$ cat src/prot_pkg.sv
// Constants shared by the servo protection threshold logic
package prot_pkg;

  // ---------------------------------------------------------------
  // Clock and time base
  // ---------------------------------------------------------------
  localparam int unsigned CLK_PERIOD_NS = 40;        // System clock period
  localparam int unsigned TICK_TIME_NS  = 2_000_000; // Control period, 2 ms
  localparam int unsigned TICK_CYCLES   = (TICK_TIME_NS + CLK_PERIOD_NS - 1) / CLK_PERIOD_NS;

  // ---------------------------------------------------------------
  // Regenerative resistor selection codes
  // ---------------------------------------------------------------
  localparam logic [1:0] REGEN_BUILTIN  = 2'h0;      // Built-in resistor, about 1 % duty
  localparam logic [1:0] REGEN_EXT_PROT = 2'h1;      // External, trip above 10 %
  localparam logic [1:0] REGEN_EXT_FREE = 2'h2;      // External, no overload trip
  localparam logic [1:0] REGEN_NONE     = 2'h3;      // No resistor on small frames
  localparam logic [1:0] REGEN_RESET    = 2'h0;      // Selection before first load

  // Regenerative duty window and limits in percent
  localparam logic [7:0]  REGEN_WIN_TICKS  = 8'h32;  // 50 control periods
  localparam logic [7:0]  REGEN_EXT_PCT    = 8'h0A;  // 10 %
  localparam logic [7:0]  REGEN_BUILT_PCT  = 8'h01;  // 1 %
  localparam logic [15:0] PCT_FULL         = 16'h0064; // 100 %

  // ---------------------------------------------------------------
  // Main power-off detection, in 2 ms units
  // ---------------------------------------------------------------
  localparam logic [9:0] MAINS_TIME_MIN     = 10'h023; // 35
  localparam logic [9:0] MAINS_TIME_DISABLE = 10'h3E8; // 1000
  localparam logic [9:0] MAINS_TIME_RESET   = 10'h023; // Default 35

  // ---------------------------------------------------------------
  // Deceleration selections that use the emergency-stop torque
  // ---------------------------------------------------------------
  localparam logic [3:0] DECEL_SEL_A = 4'h8;
  localparam logic [3:0] DECEL_SEL_B = 4'h9;

  // ---------------------------------------------------------------
  // Protective levels
  // ---------------------------------------------------------------
  localparam logic [8:0]  TORQUE_MAX_PCT   = 9'h1F4;  // 500 %
  localparam logic [8:0]  OVERLOAD_CAP_PCT = 9'h073;  // 115 %
  localparam int unsigned DEV_UNIT_SHIFT   = 8;       // Level unit is 256 pulses
  localparam logic [14:0] DEV_LEVEL_DEF    = 15'h61A8; // 25000
  localparam logic [2:0]  SPEED_CAP_NUM    = 3'h6;    // 1.2 = 6 / 5
  localparam logic [2:0]  SPEED_CAP_DEN    = 3'h5;

  // ---------------------------------------------------------------
  // Error flag positions
  // ---------------------------------------------------------------
  localparam int unsigned NUM_FLAGS     = 5;
  localparam int unsigned FLAG_REGEN    = 0;
  localparam int unsigned FLAG_DEV      = 1;
  localparam int unsigned FLAG_OVERLOAD = 2;
  localparam int unsigned FLAG_OVERSPD  = 3;
  localparam int unsigned FLAG_MAINS    = 4;

endpackage : prot_pkg

$ cat src/ctrl_tick.sv
// Control-period tick generator
`timescale 1ns/1ps
module ctrl_tick #(
  parameter int unsigned CYCLES = 50000   // Clock cycles per control period
) (
  input  wire logic clk_sys,
  input  wire logic rst,
  output logic      tick
);

  initial begin
    if (CYCLES < 2) $error("ctrl_tick: CYCLES must be at least 2");
  end

  localparam int unsigned CW = $clog2(CYCLES);

  logic [CW-1:0] cnt_r;   // Cycles elapsed in this period

  // ---------------------------------------------------------------
  // Free-running period counter
  // ---------------------------------------------------------------
  always_ff @(posedge clk_sys) begin
    if (rst) begin
      cnt_r <= '0;
    end else if (cnt_r == CW'(CYCLES - 1)) begin
      cnt_r <= '0;
    end else begin
      cnt_r <= cnt_r + 1'b1;
    end
  end

  // Tick in the last cycle of each period
  assign tick = (cnt_r == CW'(CYCLES - 1));
endmodule : ctrl_tick

$ cat src/trip_latch.sv
// Sticky trip flag with set priority over clear
`timescale 1ns/1ps
module trip_latch (
  input  wire logic clk_sys,
  input  wire logic rst,
  input  wire logic set,
  input  wire logic clr,
  output logic      flag_r
);

  // ---------------------------------------------------------------
  // Flag holds until cleared; a set in the clear cycle wins
  // ---------------------------------------------------------------
  always_ff @(posedge clk_sys) begin
    if (rst) begin
      flag_r <= 1'b0;
    end else if (set) begin
      flag_r <= 1'b1;
    end else if (clr) begin
      flag_r <= 1'b0;
    end
  end
endmodule : trip_latch

$ cat src/servo_protection_thresholds.sv
// Protective supervision thresholds of the servo drive
`timescale 1ns/1ps
module servo_protection_thresholds
  import prot_pkg::*;
#(
  parameter int unsigned TICK_CYC = TICK_CYCLES,  // Clock cycles per 2 ms period
  parameter int unsigned DEV_W    = 32,           // Deviation magnitude width
  parameter int unsigned SPD_W    = 16            // Speed width in r/min
) (
  input  wire logic             clk_sys,
  input  wire logic             rst,                      // Power-on reset
  // Parameters
  input  wire logic [1:0]       regen_resistor_select,    // Loaded at power-on only
  input  wire logic [9:0]       mains_off_detect_time,    // Loaded at power-on only
  input  wire logic [8:0]       estop_torque_limit,       // Percent
  input  wire logic [3:0]       mains_off_error_response,
  input  wire logic [3:0]       servo_off_sequence,
  input  wire logic [14:0]      deviation_error_level,    // 256-pulse units
  input  wire logic [8:0]       overload_level,           // Percent
  input  wire logic [14:0]      overspeed_level,          // r/min
  // Plant state
  input  wire logic             small_frame,              // Drive has no built-in resistor
  input  wire logic             mains_present_pin,        // Main power sense, asynchronous
  input  wire logic             regen_active,             // Regen switch on this cycle
  input  wire logic             decel_mains_off,          // Decelerating after mains off
  input  wire logic             decel_servo_off,          // Decelerating after servo off
  input  wire logic [8:0]       normal_torque_limit,      // Percent
  input  wire logic             full_closed,              // Full-closed control mode
  input  wire logic [DEV_W-1:0] encoder_deviation,        // Encoder pulses, magnitude
  input  wire logic [DEV_W-1:0] scale_deviation,          // Scale pulses, magnitude
  input  wire logic [8:0]       load_pct,                 // Load, percent of rating
  input  wire logic [SPD_W-1:0] motor_speed,              // Magnitude, r/min
  input  wire logic [SPD_W-1:0] motor_max_speed,          // r/min
  input  wire logic             error_clear,              // Clears all trip flags
  // Results
  output logic                  regen_circuit_en,
  output logic [8:0]            torque_limit,
  output logic                  mains_lost,
  output logic                  regen_overload_error,
  output logic                  deviation_excess_error,
  output logic                  overload_error,
  output logic                  overspeed_error
);

  // ---------------------------------------------------------------
  // Elaboration checks
  // ---------------------------------------------------------------
  initial begin
    if (DEV_W < 24) $error("DEV_W too narrow for the deviation level");
    if (SPD_W < 15) $error("SPD_W too narrow for the over-speed level");
  end

  // ---------------------------------------------------------------
  // Control period tick
  // ---------------------------------------------------------------
  logic tick;                      // One cycle every 2 ms

  ctrl_tick #(.CYCLES(TICK_CYC)) u_tick (
    .clk_sys (clk_sys),
    .rst     (rst),
    .tick    (tick)
  );

  // ---------------------------------------------------------------
  // Mains sense synchroniser
  // ---------------------------------------------------------------
  logic mains_s1_r;                // First stage, read only by second
  logic mains_s2_r;                // Safe level

  always_ff @(posedge clk_sys) begin
    if (rst) begin
      mains_s1_r <= 1'b1;
      mains_s2_r <= 1'b1;
    end else begin
      mains_s1_r <= mains_present_pin;
      mains_s2_r <= mains_s1_r;
    end
  end

  // ---------------------------------------------------------------
  // Power-cycle parameters, captured once after reset release
  // ---------------------------------------------------------------
  logic       cfg_loaded_r;        // Power-on capture done
  logic [1:0] regen_sel_r;         // Frozen resistor selection
  logic [9:0] mains_time_r;        // Frozen detection time

  always_ff @(posedge clk_sys) begin
    if (rst) begin
      cfg_loaded_r <= 1'b0;
      regen_sel_r  <= REGEN_RESET;
      mains_time_r <= MAINS_TIME_RESET;
    end else if (!cfg_loaded_r) begin
      cfg_loaded_r <= 1'b1;
      regen_sel_r  <= regen_resistor_select;
      // Below the range the shortest time is used
      mains_time_r <= (mains_off_detect_time < MAINS_TIME_MIN) ?
                      MAINS_TIME_MIN : mains_off_detect_time;
    end
  end

  // ---------------------------------------------------------------
  // Regenerative circuit enable and duty monitor
  // ---------------------------------------------------------------
  logic       regen_none;          // Resistor-less small frame
  logic [7:0] regen_win_r;         // Periods elapsed in window
  logic [7:0] regen_on_r;          // Periods with regen active
  logic [7:0] regen_pct;           // Allowed duty for this selection
  logic       regen_prot;          // Overload protection active
  logic       regen_trip;          // Duty over the allowed ratio

  assign regen_none       = (regen_sel_r == REGEN_NONE) && small_frame;
  assign regen_circuit_en = cfg_loaded_r && !regen_none;

  // Protection only for built-in and protected external resistor
  always_comb begin
    regen_prot = 1'b0;
    regen_pct  = REGEN_BUILT_PCT;
    if (regen_sel_r == REGEN_EXT_PROT) begin
      regen_prot = 1'b1;
      regen_pct  = REGEN_EXT_PCT;
    end else if (regen_sel_r == REGEN_BUILTIN) begin
      regen_prot = 1'b1;
    end
    // Selection 2 regenerates freely; selection 3 has no circuit on small frames
  end

  // Sample duty once per period over a fixed window
  always_ff @(posedge clk_sys) begin
    if (rst) begin
      regen_win_r <= '0;
      regen_on_r  <= '0;
    end else if (tick) begin
      if (regen_win_r == REGEN_WIN_TICKS - 8'h01) begin
        regen_win_r <= '0;
        regen_on_r  <= '0;
      end else begin
        regen_win_r <= regen_win_r + 8'h01;
        regen_on_r  <= regen_on_r + 8'(regen_active && regen_circuit_en);
      end
    end
  end

  // Ratio in percent compared without division
  assign regen_trip = tick && regen_prot && regen_circuit_en &&
                      (regen_win_r == REGEN_WIN_TICKS - 8'h01) &&
                      (16'(regen_on_r) * PCT_FULL >
                       16'(regen_pct) * 16'(REGEN_WIN_TICKS));

  // ---------------------------------------------------------------
  // Main power-off detection
  // ---------------------------------------------------------------
  logic [9:0] mains_off_cnt_r;     // Periods of continuous mains off
  logic       mains_trip;          // Off time reached

  always_ff @(posedge clk_sys) begin
    if (rst) begin
      mains_off_cnt_r <= '0;
    end else if (mains_s2_r) begin
      mains_off_cnt_r <= '0;
    end else if (tick && mains_off_cnt_r != MAINS_TIME_DISABLE) begin
      mains_off_cnt_r <= mains_off_cnt_r + 10'h001;
    end
  end

  assign mains_trip = tick && cfg_loaded_r && !mains_s2_r &&
                      (mains_time_r != MAINS_TIME_DISABLE) &&
                      (mains_off_cnt_r >= mains_time_r);

  // ---------------------------------------------------------------
  // Emergency-stop torque limit; the stop input plays no part
  // ---------------------------------------------------------------
  logic estop_decel;               // Selected deceleration sequence
  logic [8:0] estop_clip;          // Stop torque within range

  assign estop_decel =
    (decel_mains_off && (mains_off_error_response == DECEL_SEL_A ||
                         mains_off_error_response == DECEL_SEL_B)) ||
    (decel_servo_off && (servo_off_sequence == DECEL_SEL_A ||
                         servo_off_sequence == DECEL_SEL_B));
  assign estop_clip = (estop_torque_limit > TORQUE_MAX_PCT) ?
                      TORQUE_MAX_PCT : estop_torque_limit;

  // Registered limit output
  always_ff @(posedge clk_sys) begin
    if (rst) begin
      torque_limit <= '0;
    end else if (estop_decel && estop_clip != '0) begin
      torque_limit <= estop_clip;
    end else begin
      torque_limit <= normal_torque_limit;
    end
  end

  // ---------------------------------------------------------------
  // Position deviation excess
  // ---------------------------------------------------------------
  logic [DEV_W-1:0] dev_sel;       // Deviation in the active unit
  logic [DEV_W-1:0] dev_limit;     // Level in pulses
  logic             dev_trip;

  assign dev_sel   = full_closed ? scale_deviation : encoder_deviation;
  assign dev_limit = DEV_W'(deviation_error_level) << DEV_UNIT_SHIFT;
  assign dev_trip  = tick && (deviation_error_level != '0) &&
                     (dev_sel > dev_limit);

  // ---------------------------------------------------------------
  // Overload level
  // ---------------------------------------------------------------
  logic [8:0] ovl_eff;             // Effective overload level
  logic       ovl_trip;

  assign ovl_eff  = (overload_level == '0 || overload_level > OVERLOAD_CAP_PCT) ?
                    OVERLOAD_CAP_PCT : overload_level;
  assign ovl_trip = tick && (load_pct > ovl_eff);

  // ---------------------------------------------------------------
  // Over-speed level; exact r/min compare keeps well inside tolerance
  // ---------------------------------------------------------------
  logic [SPD_W+2:0] spd_cap;       // 1.2 times maximum speed
  logic [SPD_W+2:0] spd_eff;       // Effective over-speed level
  logic             ovs_trip;

  // Widened before the product so that a fast motor cannot overflow the cap
  assign spd_cap  = ((SPD_W+3)'(motor_max_speed) * (SPD_W+3)'(SPEED_CAP_NUM)) /
                    (SPD_W+3)'(SPEED_CAP_DEN);
  assign spd_eff  = (overspeed_level == '0 || (SPD_W+3)'(overspeed_level) > spd_cap) ?
                    spd_cap : (SPD_W+3)'(overspeed_level);
  assign ovs_trip = tick && ((SPD_W+3)'(motor_speed) > spd_eff);

  // ---------------------------------------------------------------
  // Sticky error flags
  // ---------------------------------------------------------------
  logic [NUM_FLAGS-1:0] trip_set;  // Per-flag trip events
  logic [NUM_FLAGS-1:0] flag_q;    // Latched flags

  always_comb begin
    trip_set                = '0;
    trip_set[FLAG_REGEN]    = regen_trip;
    trip_set[FLAG_DEV]      = dev_trip;
    trip_set[FLAG_OVERLOAD] = ovl_trip;
    trip_set[FLAG_OVERSPD]  = ovs_trip;
    trip_set[FLAG_MAINS]    = mains_trip;
  end

  // One latch per error, evaluated each control period
  for (genvar i = 0; i < NUM_FLAGS; i++) begin : g_flag
    trip_latch u_latch (
      .clk_sys (clk_sys),
      .rst     (rst),
      .set     (trip_set[i]),
      .clr     (error_clear),
      .flag_r  (flag_q[i])
    );
  end

  assign regen_overload_error   = flag_q[FLAG_REGEN];
  assign deviation_excess_error = flag_q[FLAG_DEV];
  assign overload_error         = flag_q[FLAG_OVERLOAD];
  assign overspeed_error        = flag_q[FLAG_OVERSPD];
  assign mains_lost             = flag_q[FLAG_MAINS];
endmodule : servo_protection_thresholds

$ cat config.mk
export PLATFORM = sky130hd
export DESIGN_NAME = servo_protection_thresholds
export DESIGN_NICKNAME = d
export VERILOG_FILES = /design/src/prot_pkg.sv /design/src/ctrl_tick.sv /design/src/trip_latch.sv /design/src/servo_protection_thresholds.sv
export SDC_FILE = /design/constraint.sdc
export NUM_CORES = 1
export LEC_CHECK = 0
export ABC_AREA = 1
export BUFFER_PORTS_ARGS = -buffer_cell sky130_fd_sc_hd__buf_4
export CAP_MARGIN = 20
export CORE_UTILIZATION = 40
export CTS_BUF_LIST = sky130_fd_sc_hd__clkbuf_16
export CTS_CLUSTER_SIZE = 20
export DETAILED_ROUTE_END_ITERATION = 6
export SLEW_MARGIN = 20
export SYNTH_ARGS = -nofsm -noshare
export SYNTH_HDL_FRONTEND = slang
export SYNTH_SLANG_ARGS = --single-unit
$ cat constraint.sdc
create_clock -name clk_sys -period 12.3 [get_ports clk_sys]
set_input_delay 0.615 -clock clk_sys [delete_from_list [all_inputs] [get_ports clk_sys]]
set_output_delay 0.615 -clock clk_sys [all_outputs]
set_load 0.02 [all_outputs]
---- Word level (Yosys, flattened, before mapping) ----
Cells that the tools add are included.
storage, ports and cells
  bits in registers ....................... 71
  latch bits .............................. 0
  memory bits (writable) .................. 0
  ROM bits ................................ 0
  bits of input ports ..................... 191
  output and inout port bits .............. 15
  memories ................................ 0
cells by class
  $add $sub $neg .......................... 4
  $mul .................................... 3
  divide/modulo/power cells ............... 1
  magnitude comparators ................... 9
  equal/unequal tests ..................... 10
  shift-type cells ........................ 0
  multiplexer cells ....................... 18
  bitwise gates (word level) .............. 0
  reductions and logical operators ........ 38
operators by type and width
  kind                   number
  $gt 32x23->1           1
  $mux 32                1
  $mux 9                 3
  $mul 8x5->13 const B   2
  $ne 10x10->1 const B   2
  $div 19x3->19 const B  1
  $gt 15x19->1           1
  $gt 16x19->1           1
  $logic_and 1x1->1      19
  $mux 19                1
  $mul 16x2->18 const B  1
  $add 16x1->16 const B  1
  $eq 16x16->1 const B   1
  $eq 4x4->1 const B     4
  $mux 8                 2
  $gt 15x14->1           1
  $logic_not 15->1       1
  $reduce_bool 15->1     1
  $add 10x1->10 const B  1
  $ge 10x10->1           1
  $lt 10x6->1 const B    1
  $mux 10                1
  $reduce_bool 2->1      5
  $gt 9x7->1 const B     1
  15 further kinds       29

---- Logic depth before layout (Yosys ltp) ----
Gate-level depths: netlist of the first run.
  depth after elaboration ................. 8
  gate-level depth with buffers ........... 113

---- Hierarchy ----
Synthesis of the first run repeated with hierarchy kept, for this count alone.
unflattened totals
  cells, all modules ...................... 1,337
  area total of the unflattened synthesis .. 8,526.9 µm²
by module, submodules not included
  module                       instances  cells each  area each (µm²)
  servo_protection_thresholds  1          1,182       7,467.2
  ctrl_tick                    1          130         859.6
  trip_latch                   5          5           40.0

---- Worst setup path before layout of the first run ----
OpenSTA, ideal clock, no wires.
  kind .................................... input to register
  start point ............................. input port motor_max_speed[0]
  end point ............................... register g_flag[3].u_latch.flag_r
  library setup time ...................... 0.128 ns
  arrival ................................. 10.273 ns
  required time ........................... 12.172 ns
  setup slack ............................. 1.900 ns
  stages on the path ...................... 97
  buffers on the path ..................... 2
  cells stage by stage .................... ha_1 fa_1 nand2_1 nand2_1 nand3_1 nand2_1 nand2_1 nand3_1 nand2_2 nand2_1 nor2_2 inv_2 o211ai_2 nand3_1 nand3_2 nand2_2 nand2_2 nand2_1 [61 not listed] clkbuf_1 clkbuf_1 o21ai_0 ha_1 a21oi_1 o21ai_0 nand3_1 a21oi_1 a211oi_1 nor2_1 nor2_1 o21ai_0 nand4_1 nand3_1 a21oi_1 nor4_1 a21oi_1 nor2_1
on the way
  word-level cells in the longest chain between the ends .. 8
  elaborated cells on any way between the ends .. 9
  classes of those cells .................. mul: 1; div: 1; order compare: 2; mux: 2; reduce/logical: 3
RTL lines
  what                                         line                                source
  start, declared                              servo_protection_thresholds.sv:33   input wire logic [SPD_W-1:0] motor_max_speed,
  $mul 16x2->18 (*)                            servo_protection_thresholds.sv:224  assign spd_cap = ((SPD_W+3)'(motor_max_speed) * (SPD_W+3)'(SPEED_CAP_NUM)) /
  $div 19x3->19 (*)                            servo_protection_thresholds.sv:224
  $gt 15x19->1                                 servo_protection_thresholds.sv:226  assign spd_eff = (overspeed_level == '0 || (SPD_W+3)'(overspeed_level) > spd_cap) ?
  $logic_or 1x1->1                             servo_protection_thresholds.sv:226
  $mux 19 (*)                                  servo_protection_thresholds.sv:226
  $gt 16x19->1 (*)                             servo_protection_thresholds.sv:228  assign ovs_trip = tick && ((SPD_W+3)'(motor_speed) > spd_eff);
  $logic_and 1x1->1 (*)                        servo_protection_thresholds.sv:228
  $mux 1 or $reduce_bool 2->1 (tied branches)  --
  end signal, assigned                         trip_latch.sv:16                    flag_r <= 1'b0;
  end signal, assigned                         trip_latch.sv:18                    flag_r <= 1'b1;
  end signal, assigned                         trip_latch.sv:20                    flag_r <= 1'b0;
  end, declared                                trip_latch.sv:8                     output logic flag_r
Every way passes the cells marked *; elsewhere a longest branch is shown, timed or not.
A chain may end at the register's enable or synchronous reset.

---- Worst setup path after layout of the first run ----
Same ends and word-level chain as after synthesis.

==> results of run 1 <==
worst register-to-register path, cell delays in order, from the launching register on:
cell and delay [ns]:
sky130_fd_sc_hd__dfxtp_1 0.42, sky130_fd_sc_hd__ha_1 0.27, sky130_fd_sc_hd__ha_1 0.27, sky130_fd_sc_hd__inv_1 0.05, sky130_fd_sc_hd__fa_1 0.49, sky130_fd_sc_hd__inv_1 0.04
sky130_fd_sc_hd__ha_1 0.33, sky130_fd_sc_hd__nand2_1 0.06, sky130_fd_sc_hd__o21ai_0 0.26, sky130_fd_sc_hd__xor2_1 0.28, sky130_fd_sc_hd__nand4_1 0.17, sky130_fd_sc_hd__o2111ai_1 0.26
sky130_fd_sc_hd__o31ai_1 0.15, sky130_fd_sc_hd__nand4_1 0.15, sky130_fd_sc_hd__nand4_1 0.10, sky130_fd_sc_hd__a21oi_1 0.15
how the worst min path moves through the flow:
| stage | startpoint | to | depth (start not counted) |
|---|---|---|---|
| final | mains_s1_r | mains_s2_r | 1 |
| after global routing | mains_s1_r | mains_s2_r | 1 |
| after CTS | mains_s1_r | mains_s2_r | 1 |
| after detailed placement | mains_s1_r | mains_s2_r | 1 |
| after global placement | mains_s1_r | mains_s2_r | 1 |
| after floorplan | mains_s1_r | mains_s2_r | 1 |
registers in the layout, summed over array words and instances (netlist names):
register / count
regen_on_r: 8
u_tick.cnt_r: 16
g_flag.u_latch.flag_r: 5
mains_s1_r: 1
mains_off_cnt_r: 10
cfg_loaded_r: 1
regen_win_r: 8
regen_sel_r: 2
mains_s2_r: 1
mains_time_r: 10
torque_limit: 9
timing repair:
item                                    CTS  global route
buffers inserted                          0             5
endpoints found under the hold margin     0             0
endpoints found under the setup margin    0             1
resized for setup                         0            41
placed cells by master, fill, tap and decap left out, types with 4 or more instances in the layout:
master	netlist	layout
sky130_fd_sc_hd__clkbuf_16	0	9
sky130_fd_sc_hd__nor2_1	79	78
sky130_fd_sc_hd__and3_1	4	4
sky130_fd_sc_hd__nand2_4	14	19
sky130_fd_sc_hd__xor2_1	16	16
sky130_fd_sc_hd__dfxtp_1	71	71
sky130_fd_sc_hd__nand3_2	11	14
sky130_fd_sc_hd__inv_2	34	34
sky130_fd_sc_hd__o21ai_1	5	7
sky130_fd_sc_hd__a211oi_1	8	7
sky130_fd_sc_hd__o211ai_1	6	6
sky130_fd_sc_hd__xnor2_1	5	5
sky130_fd_sc_hd__ha_1	126	125
sky130_fd_sc_hd__a31oi_1	8	8
sky130_fd_sc_hd__nor4_1	26	24
sky130_fd_sc_hd__nor3_1	22	22
sky130_fd_sc_hd__nand2_1	303	290
sky130_fd_sc_hd__a21oi_2	1	4
sky130_fd_sc_hd__inv_1	169	170
sky130_fd_sc_hd__nand2_2	31	39
sky130_fd_sc_hd__buf_4	0	210
sky130_fd_sc_hd__nand4_1	33	33
sky130_fd_sc_hd__nand3_1	93	90
sky130_fd_sc_hd__or2_2	8	8
sky130_fd_sc_hd__o21ai_0	64	61
sky130_fd_sc_hd__a21oi_1	89	85
metrics by stage:
| step | setup slack (ns) | TNS (ns) | utilization (%) |
|---|---|---|---|
| 6_report | 1.06 | 0 | 52.6 |
| 4_1_cts | 0.599 | 0 | 51.7 |
| 3_5_place_dp | 0.290 | 0 | 50.2 |
| 5_1_grt | -0.0448 | -0.0448 | 52.6 |
| 2_1_floorplan | 1.90 | 0 | - |
| 3_3_place_gp | 0.458 | 0 | 50.2 |
cell type report:
type	instances	area [um2]
multi-input cells	1006	6270
inverters	205	769
well taps	270	338
flip-flops and latches	71	1420
clock buffers	9	225
fillers	2172	9650
clock inverters	7	88.8
repair buffers	211	1600
cells in the mapped netlist, types with 3 or more instances:
cell and count:
sky130_fd_sc_hd__nor3_1 22, sky130_fd_sc_hd__a211oi_1 8, sky130_fd_sc_hd__fa_1 4, sky130_fd_sc_hd__nor4_1 26
sky130_fd_sc_hd__inv_2 34, sky130_fd_sc_hd__nor2_1 79, sky130_fd_sc_hd__a31oi_1 8, sky130_fd_sc_hd__xor2_1 16
sky130_fd_sc_hd__o21bai_1 3, sky130_fd_sc_hd__and3_1 4, sky130_fd_sc_hd__dfxtp_1 71, sky130_fd_sc_hd__nor3b_1 3
sky130_fd_sc_hd__nand3_2 11, sky130_fd_sc_hd__or2_2 8, sky130_fd_sc_hd__a21oi_1 89, sky130_fd_sc_hd__nand2_1 303
sky130_fd_sc_hd__clkbuf_1 13, sky130_fd_sc_hd__nand2_4 14, sky130_fd_sc_hd__inv_1 169, sky130_fd_sc_hd__a21o_1 3
sky130_fd_sc_hd__xnor2_1 5, sky130_fd_sc_hd__o21ai_0 64, sky130_fd_sc_hd__nand2_2 31, sky130_fd_sc_hd__ha_1 126
sky130_fd_sc_hd__nand4_1 33, sky130_fd_sc_hd__nand3_1 93, sky130_fd_sc_hd__o211ai_1 6, sky130_fd_sc_hd__o21ai_1 5
cells by family after synthesis:
logic type | synth area share (%)
AO/OA/AOI/OAI | 14.5
XOR/XNOR | 2.20
adder cells (fa/ha/maj) | 19.8
buffers and inverters | 9.77
flip-flops | 17.0
multiplexers | 0.119
other | 0.0448
AND/OR/NAND/NOR | 36.6
routing by layer:
metal	global-route usage (%)	up-vias
met3	2.05	15
met1	28.5	3918
met5	0	-
li1	-	4773
met4	4.43	0
met2	37.9	177
==> impl_summary.txt, run 1 <==
----------------------------------------------------
[Drt]
  Routed metal-1 wirelength ... between 10 and 15 mm
  Number of DRC violations after detailed-routing iteration 0 ... 340
  Drt via density ... 4.99
  Met2 WL post-DR ... between 10 and 15 mm
  Residual DRC count ... 0
  Routed wire per std cell ... 13.0 um
  Routed vias ... between 8k and 9k
  Final wirelength ... around 23 mm
  Total met3 wirelength after detailed routing ... 914 um
  Uppermost signal routing layer after detailed routing ... met4
  Number of optimization iterations in the first detailed-route pass ... 4
  Number of nets with antenna violations after detailed routing ... 0

[Placement]
  Cell area after placement ... just over 10000 um2
  Final RePlAce weighted congestion ... 0.873
  Placed Cells ... approximately 1.8k
  Number of buffer cells added on primary ports ... 203
  Final HPWL from detailed placement ... approximately 20 mm

[Clock tree]
  Maximum number of buffers from clock root to sink ... 2
  Number of sinks driven by the clock tree ... 71
  Cts bufs inserted ... 9
  Clock tree from TritonCTS ... done
  CTS HTree Levels ... 3
  Post-cts hold buffer count ... 0
  Clock latency of the later-clocked register in the worst-skew pair ... between 0.3 and 0.4 ns
  Cell chosen for the clock root ... sky130_fd_sc_hd__clkbuf_16
  Clock-pin slew on the worst setup and hold paths ... 0.06 ns

[Setup path]
  Data arrival, critical path ... 11.46 ns
  Kind of end point of the critical path ... flip-flop
  Worst stage delay on the critical path ... 0.35 ns
  Crit-path max FO ... 7
  Nature of the critical path startpoint ... primary input
  Kind of critical path ... in2reg
  WP data required ... ~13 ns
  FF-to-FF End ... g_flag[0].u_latch.flag_r
  Slowest cell on the critical path ... sky130_fd_sc_hd__fa_2
  Cell family contributing the most delay on the critical path ... simple AND/OR/NAND/NOR gates
  Reg-to-Reg Start ... regen_on_r[4]
  Worst reg2reg setup slack ... roughly 8.8 ns
  Worst setup path startpoint ... motor_max_speed[0]
  WP depth ... between 100 and 150
  Buf/Inv on CP ... 10
  Worst r2r path cells ... 15
  Crit path to ... g_flag[3].u_latch.flag_r

[Global routing]
  Total routing usage reported by global routing ... between 20% and 30%
  Vias in the first global route ... 8398
  Initial antenna violation count ... 0
  Total congestion overflow after global routing ... 0
  Pin count of the biggest net entering global routing ... 21
  Wire length of the first global-routing pass ... approximately 39 mm

[Yosys]
  Count of flip-flops with a built-in enable after synthesis ... 0
  Flop and latch count out of synthesis ... between 70 and 80
  Count of unique library cells instantiated by Yosys ... 60
  Cells after Synth ... between 1k and 1.5k
  Largest cells by area after synthesis ... sky130_fd_sc_hd__ha_1, sky130_fd_sc_hd__dfxtp_1, sky130_fd_sc_hd__nand2_1
  Proportion of netlist area held by the largest area contributor ... a little under a fifth
  Average instance area after synthesis ... 6.47 um2
  Sequential cell area fraction in the yosys report ... 17.0%
  Primary FF master, synth ... sky130_fd_sc_hd__dfxtp_1
  Post-synth top area cell ... sky130_fd_sc_hd__ha_1
  Synth warnings ... 0
  Synthesized cell area ... approximately 8400 um2
  Async set or reset register ratio after synthesis ... 0%

[STA]
  Final worst-path cycle share ... between 90% and 100%
  Final hold vios ... 0
  Final-layout worst hold slack ... 0.409 ns
  Number of endpoints failing setup at the final stage ... 0
  Worst slew margin ... 53.9%
  Max Clock Skew ... between 0.006 and 0.007 ns
  Post-layout min period ... around 11 ns
  Measured slew at the worst slew-check pin ... 0.685 ns
  Number of max-slew violations in the final report ... 0
  F_max ... 88.9 MHz

[Die]
  Area of the core ... 20400 um2
  Initial Utilization ... around 41%
  FP Rows ... 52
  Die outline width ... 147 um
  Area of the die ... around 22000 um2
  Die height ... between 100 and 150 um
  IO Pins ... 206

[Layout]
  Post-Layout Inst Area ... roughly 11000 um2
  Area growth from synthesis to layout ... 27.9%
  Total number of nets in the final design ... ~1.8k
  Diode insertion count for antenna repair ... 0
  Fraction of final layout cells sized beyond drive strength 1 ... approximately a quarter
  Non-filler instance count after layout ... 1779

[Run]
  Maximum capacitance violations ... 0

[Worst hold path]
  Min-Delay Path Class ... reg2reg

[Status]
  Result of the run ... finished, final reports clean

----------------------------------------------------
Power of run 1 is not shown: default switching activity piles up to over one toggle a cycle in this logic, so the estimate is an artifact.
==> run 2, diff against run 1 <==
CORE_UTILIZATION = 35   (was 40)
RECOVER_POWER = 25   (was default)
==> impl_summary.txt, run 2 (same netlist as run 1, synthesis figures left out) <==
----------------------------------------------------
[Layout]
  Area growth from synthesis to layout ... 27.9%
  Diode insertion count for antenna repair ... 0
  Biggest regs ... u_tick.cnt_r x16, mains_off_cnt_r x10, mains_time_r x10
  Most common cell after layout, fill and taps aside ... sky130_fd_sc_hd__nand2_1
  Finished Core Util ... 45.7%
  Total number of nets in the final design ... 1825
  Fraction of final layout cells sized beyond drive strength 1 ... 23.5%
  Largest reg by FF count ... u_tick.cnt_r
  Post-Layout Inst Area ... 10700 um2
  Number of flip-flops in the largest register ... 16
  Highest-count cells in the layout ignoring fill and taps ... sky130_fd_sc_hd__nand2_1, sky130_fd_sc_hd__buf_4, sky130_fd_sc_hd__inv_1

[Setup path]
  Worst stage delay on the critical path ... 0.36 ns
  Kind of critical path ... in2reg
  Slowest cell on the critical path ... sky130_fd_sc_hd__nor4_2
  Kind of end point of the critical path ... flip-flop
  WP data required ... 12.56 ns
  Data arrival, critical path ... roughly 12 ns
  Most frequent cell on the critical path ... sky130_fd_sc_hd__nand2_1
  Cell family contributing the most delay on the critical path ... simple AND/OR/NAND/NOR gates
  Nature of the critical path startpoint ... primary input
  Crit-path max FO ... 25
  Buf/Inv on CP ... 13

[Global routing]
  Total congestion overflow after global routing ... 0
  Vias in the first global route ... about 8.0k
  Wire length of the first global-routing pass ... 36.9 mm
  Initial antenna violation count ... 0
  Total routing usage reported by global routing ... 18.2%
  Pin count of the biggest net entering global routing ... 26

[Clock tree]
  Cts bufs inserted ... 9
  Clock tree from TritonCTS ... done
  Clock latency of the later-clocked register in the worst-skew pair ... approximately 0.33 ns
  Maximum number of buffers from clock root to sink ... 2
  Clock-pin slew on the worst setup and hold paths ... about 0.050 ns
  CTS HTree Levels ... 3
  Cell chosen for the clock root ... sky130_fd_sc_hd__clkbuf_16
  Number of sinks driven by the clock tree ... between 70 and 80

[STA]
  Worst slew margin ... between 40 and 50%
  F_max ... 88.6 MHz
  Final worst-path cycle share ... about nine tenths
  Number of max-slew violations in the final report ... 0
  Setup_tns ... 0 ns
  Measured slew at the worst slew-check pin ... 0.842 ns
  Number of endpoints failing setup at the final stage ... 0
  Final hold vios ... 0
  Post-layout min period ... 11.29 ns
  Max Clock Skew ... 0.00687 ns

[Die]
  Area of the core ... around 23000 um2
  IO Pins ... 206
  Area of the die ... about 25000 um2
  Die outline width ... around 160 um
  Die height ... 157 um
  FP Rows ... 56
  Initial Utilization ... between 30% and 40%

[Placement]
  Cell area after placement ... about 10000 um2
  Final RePlAce weighted congestion ... between 0.8 and 0.9
  Number of buffer cells added on primary ports ... 203
  Final HPWL from detailed placement ... around 19 mm

[Drt]
  Number of DRC violations after detailed-routing iteration 0 ... 421
  Residual DRC count ... 0
  Number of nets with antenna violations after detailed routing ... 0
  Number of optimization iterations in the first detailed-route pass ... 5
  Routed vias ... ~8.9k
  Routed wire per std cell ... 12.3 um
  Drt via density ... between 4 and 5
  Final wirelength ... 22.4 mm

[Status]
  Result of the run ... finished, final reports clean

[Worst hold path]
  Min-Delay Path Class ... reg2reg

[Run]
  Maximum capacitance violations ... 0

----------------------------------------------------
run 2: final timing paths:
path / slack [ns] / to / cells past startpoint / start
setup reg to reg: 8.97 / g_flag[0].u_latch.flag_r / 16 / regen_on_r[4]
setup / recovery: 1.01 / g_flag[3].u_latch.flag_r / 103 / motor_max_speed[0]
hold / removal: 0.41 / mains_s2_r / 1 / mains_s1_r
hold reg to reg: 0.41 / mains_s2_r / 1 / mains_s1_r
run 2: cell type report:
type,instances,area [um2]
fillers,2474,12800
inverters,205,769
multi-input cells,1006,6280
well taps,319,399
clock inverters,6,53.8
repair buffers,211,1570
flip-flops and latches,71,1420
clock buffers,9,225
run 2: metal layers:
layer	track usage [%]	part of all wire, %	up-vias
met3	3.13	5.0	11
li1	-	-	4774
met4	4.01	0.71	0
met2	30.5	46	188
met5	0	0	-
met1	24.3	48	3933
run 2: what timing repair did:
| action | CTS | global route |
|---|---|---|
| setup endpoints to repair | 0 | 1 |
| resized for setup | 0 | 38 |
| buffers inserted | 0 | 6 |
| hold endpoints to repair | 0 | 0 |
| hold buffers | 0 | 0 |
run 2: metrics by stage:
| step | instances | setup WS (ns) | hold WS, ns |
|---|---|---|---|
| 2_1_floorplan | 1295 | 1.90 | 0.389 |
| 3_3_place_gp | 1806 | 0.397 | 0.394 |
| 3_5_place_dp | 1806 | 0.278 | 0.395 |
| 4_1_cts | 1821 | 0.604 | 0.408 |
| 5_1_grt | 1827 | -0.0908 | 0.415 |
| 6_report | 1827 | 1.01 | 0.408 |
run 2: worst register-to-register path, delay by kind of cell, from the launching register on:
family | cells | cell delay, ns
fa+ha+maj | 4 | 1.38
simple gates | 2 | 0.22
compound gates | 7 | 1.05
buf+inv | 3 | 0.15
flops | 1 | 0.43
Power of run 2 is left out for the same reason.
==> run 3, diff against run 2 <==
--- a/config.mk
+++ b/config.mk
@@ -9,3 +9,2 @@
 export BUFFER_PORTS_ARGS = -buffer_cell sky130_fd_sc_hd__buf_4
-export CAP_MARGIN = 20
 export CORE_UTILIZATION = 35
==> constraint.sdc (replaced) <==
create_clock -name clk_sys -period 12.3 [get_ports clk_sys]
set_input_delay 2.46 -clock clk_sys [delete_from_list [all_inputs] [get_ports clk_sys]]
set_output_delay 2.46 -clock clk_sys [all_outputs]
set_load 0.02 [all_outputs]
==> impl_summary.txt, run 3 (same netlist as run 1, synthesis figures left out) <==
----------------------------------------------------
[STA]
  Max Clock Skew ... 0.00604 ns
  Final hold vios ... 0
  Final-layout worst hold slack ... between 0.4 and 0.5 ns
  F_max ... between 70 and 80 MHz
  Final worst-path cycle share ... 106%
  Number of max-slew violations in the final report ... 0
  Worst slew margin ... between 30% and 40%
  Setup repair after global routing missed its margin ... yes
  Number of endpoints failing setup at the final stage ... 1
  Measured slew at the worst slew-check pin ... 0.893 ns
  Post-layout min period ... 13.04 ns
  Smallest setup slack after layout ... -0.737 ns

[Die]
  Area of the die ... around 25000 um2
  Die outline width ... ~160 um
  Area of the core ... about 23000 um2
  Die height ... roughly 160 um
  Initial Utilization ... between 30% and 40%
  IO Pins ... slightly above 200
  FP Rows ... 56

[Drt]
  Residual DRC count ... 0
  Routed vias ... ~9.4k
  Final wirelength ... ~24 mm
  Number of optimization iterations in the first detailed-route pass ... 5
  Drt via density ... just under 5
  Routed wire per std cell ... roughly 12 um
  Number of nets with antenna violations after detailed routing ... 0
  Number of DRC violations after detailed-routing iteration 0 ... 448

[Setup path]
  Most frequent cell on the critical path ... sky130_fd_sc_hd__nand2_4
  Worst setup path startpoint ... motor_max_speed[1]
  Crit path to ... g_flag[3].u_latch.flag_r
  FF-to-FF End ... g_flag[0].u_latch.flag_r
  Kind of critical path ... in2reg
  Nature of the critical path startpoint ... primary input
  Data arrival, critical path ... 13.31 ns
  Worst reg2reg setup slack ... between 9 and 10 ns
  Slowest cell on the critical path ... sky130_fd_sc_hd__ha_1
  Worst r2r path cells ... 15
  Worst stage delay on the critical path ... 0.31 ns
  Kind of end point of the critical path ... flip-flop
  Crit-path max FO ... 6
  Reg-to-Reg Start ... regen_on_r[2]
  WP data required ... 12.57 ns

[Layout]
  Biggest regs ... u_tick.cnt_r x16, mains_off_cnt_r x10, mains_time_r x10
  Total number of nets in the final design ... 1956
  Highest-count cells in the layout ignoring fill and taps ... sky130_fd_sc_hd__buf_4, sky130_fd_sc_hd__nand2_1, sky130_fd_sc_hd__inv_1
  Fraction of final layout cells sized beyond drive strength 1 ... between 30% and 40%
  Largest reg by FF count ... u_tick.cnt_r
  Finished Core Util ... 53.6%
  Final-layout fill cell count ... 2282
  Most common cell after layout, fill and taps aside ... sky130_fd_sc_hd__buf_4
  Number of flip-flops in the largest register ... 16
  Diode insertion count for antenna repair ... 0
  Post-Layout Inst Area ... 12600 um2
  Area growth from synthesis to layout ... 50.1%

[Global routing]
  Wire length of the first global-routing pass ... slightly below 40 mm
  Total congestion overflow after global routing ... 0
  Vias in the first global route ... between 8k and 9k
  Total routing usage reported by global routing ... a little under a fifth
  Initial antenna violation count ... 0
  Pin count of the biggest net entering global routing ... 21

[Placement]
  Number of buffer cells added on primary ports ... between 200 and 250
  Final RePlAce weighted congestion ... about 0.86
  Cell area after placement ... 11100 um2
  Final HPWL from detailed placement ... 19.5 mm

[Clock tree]
  Clock tree from TritonCTS ... done
  Number of sinks driven by the clock tree ... slightly above 70
  Clock latency of the later-clocked register in the worst-skew pair ... 0.33 ns
  Maximum number of buffers from clock root to sink ... 2
  Post-cts hold buffer count ... 0
  CTS HTree Levels ... 3
  Clock-pin slew on the worst setup and hold paths ... roughly 0.06 ns
  Cts bufs inserted ... 9
  Cell chosen for the clock root ... sky130_fd_sc_hd__clkbuf_16

[Status]
  Violations in the final reports ... setup timing
  Result of the run ... complete, but fails checks

[Worst hold path]
  Min-Delay Startpoint ... mains_s1_r
  Min-Delay Path Class ... reg2reg

[Run]
  Maximum capacitance violations ... 0

----------------------------------------------------
==> run 3: worst min path at each step <==
stage                      end  slack, ns  cells past startpoint
finish              mains_s2_r       0.42                      1
global route        mains_s2_r       0.44                      1
CTS                 mains_s2_r       0.42                      1
detailed placement  mains_s2_r       0.41                      1
global placement    mains_s2_r       0.39                      1
floorplan           mains_s2_r       0.39                      1
==> run 3: area by class of cell <==
class                           instances  area, um2  area share, %
Sequential cell                        71       1420           11.3
Inverter                              205        779           6.20
Clock inverter                          7       96.3          0.766
Timing Repair Buffer                  342       2590           20.6
Multi-Input combinational cell       1006       7060           56.2
Clock buffer                            9        225           1.79
Tap cell                              319        399           3.17
==> run 3: worst max-delay path, delay by kind of cell <==
family	cells	cell delay [ns]
compound gates	15	1.97
xor+xnor	1	0.15
fa+ha+maj	4	0.84
buf+inv	11	1.01
simple gates	76	6.82
==> run 3: per-stage QoR <==
stage | cells | TNS, ns | worst slack (ns)
after floorplan | 1295 | 0 | 0.0545
after global placement | 1912 | -1.10 | -1.10
after detailed placement | 1912 | -1.21 | -1.21
after CTS | 1938 | -0.587 | -0.587
after global routing | 1959 | -1.57 | -1.57
final | 1959 | -0.737 | -0.737
==> run 3: what timing repair did <==
item | 4_1_cts | 5_1_grt
gates cloned | 0 | 0
setup endpoints to repair | 1 | 1
endpoints found under the hold margin | 0 | 0
pin swaps | 30 | 106
buffers inserted | 10 | 21
gates resized for setup | 45 | 168
==> run 3: per-layer routing <==
layer,vias up,track usage [%],share of wire (%)
met5,-,0,0
met4,0,2.66,0.45
met2,174,33.2,49
met1,4225,25.0,47
li1,5025,-,-
met3,13,2.66,4.0
Power of run 3 is left out for the same reason.
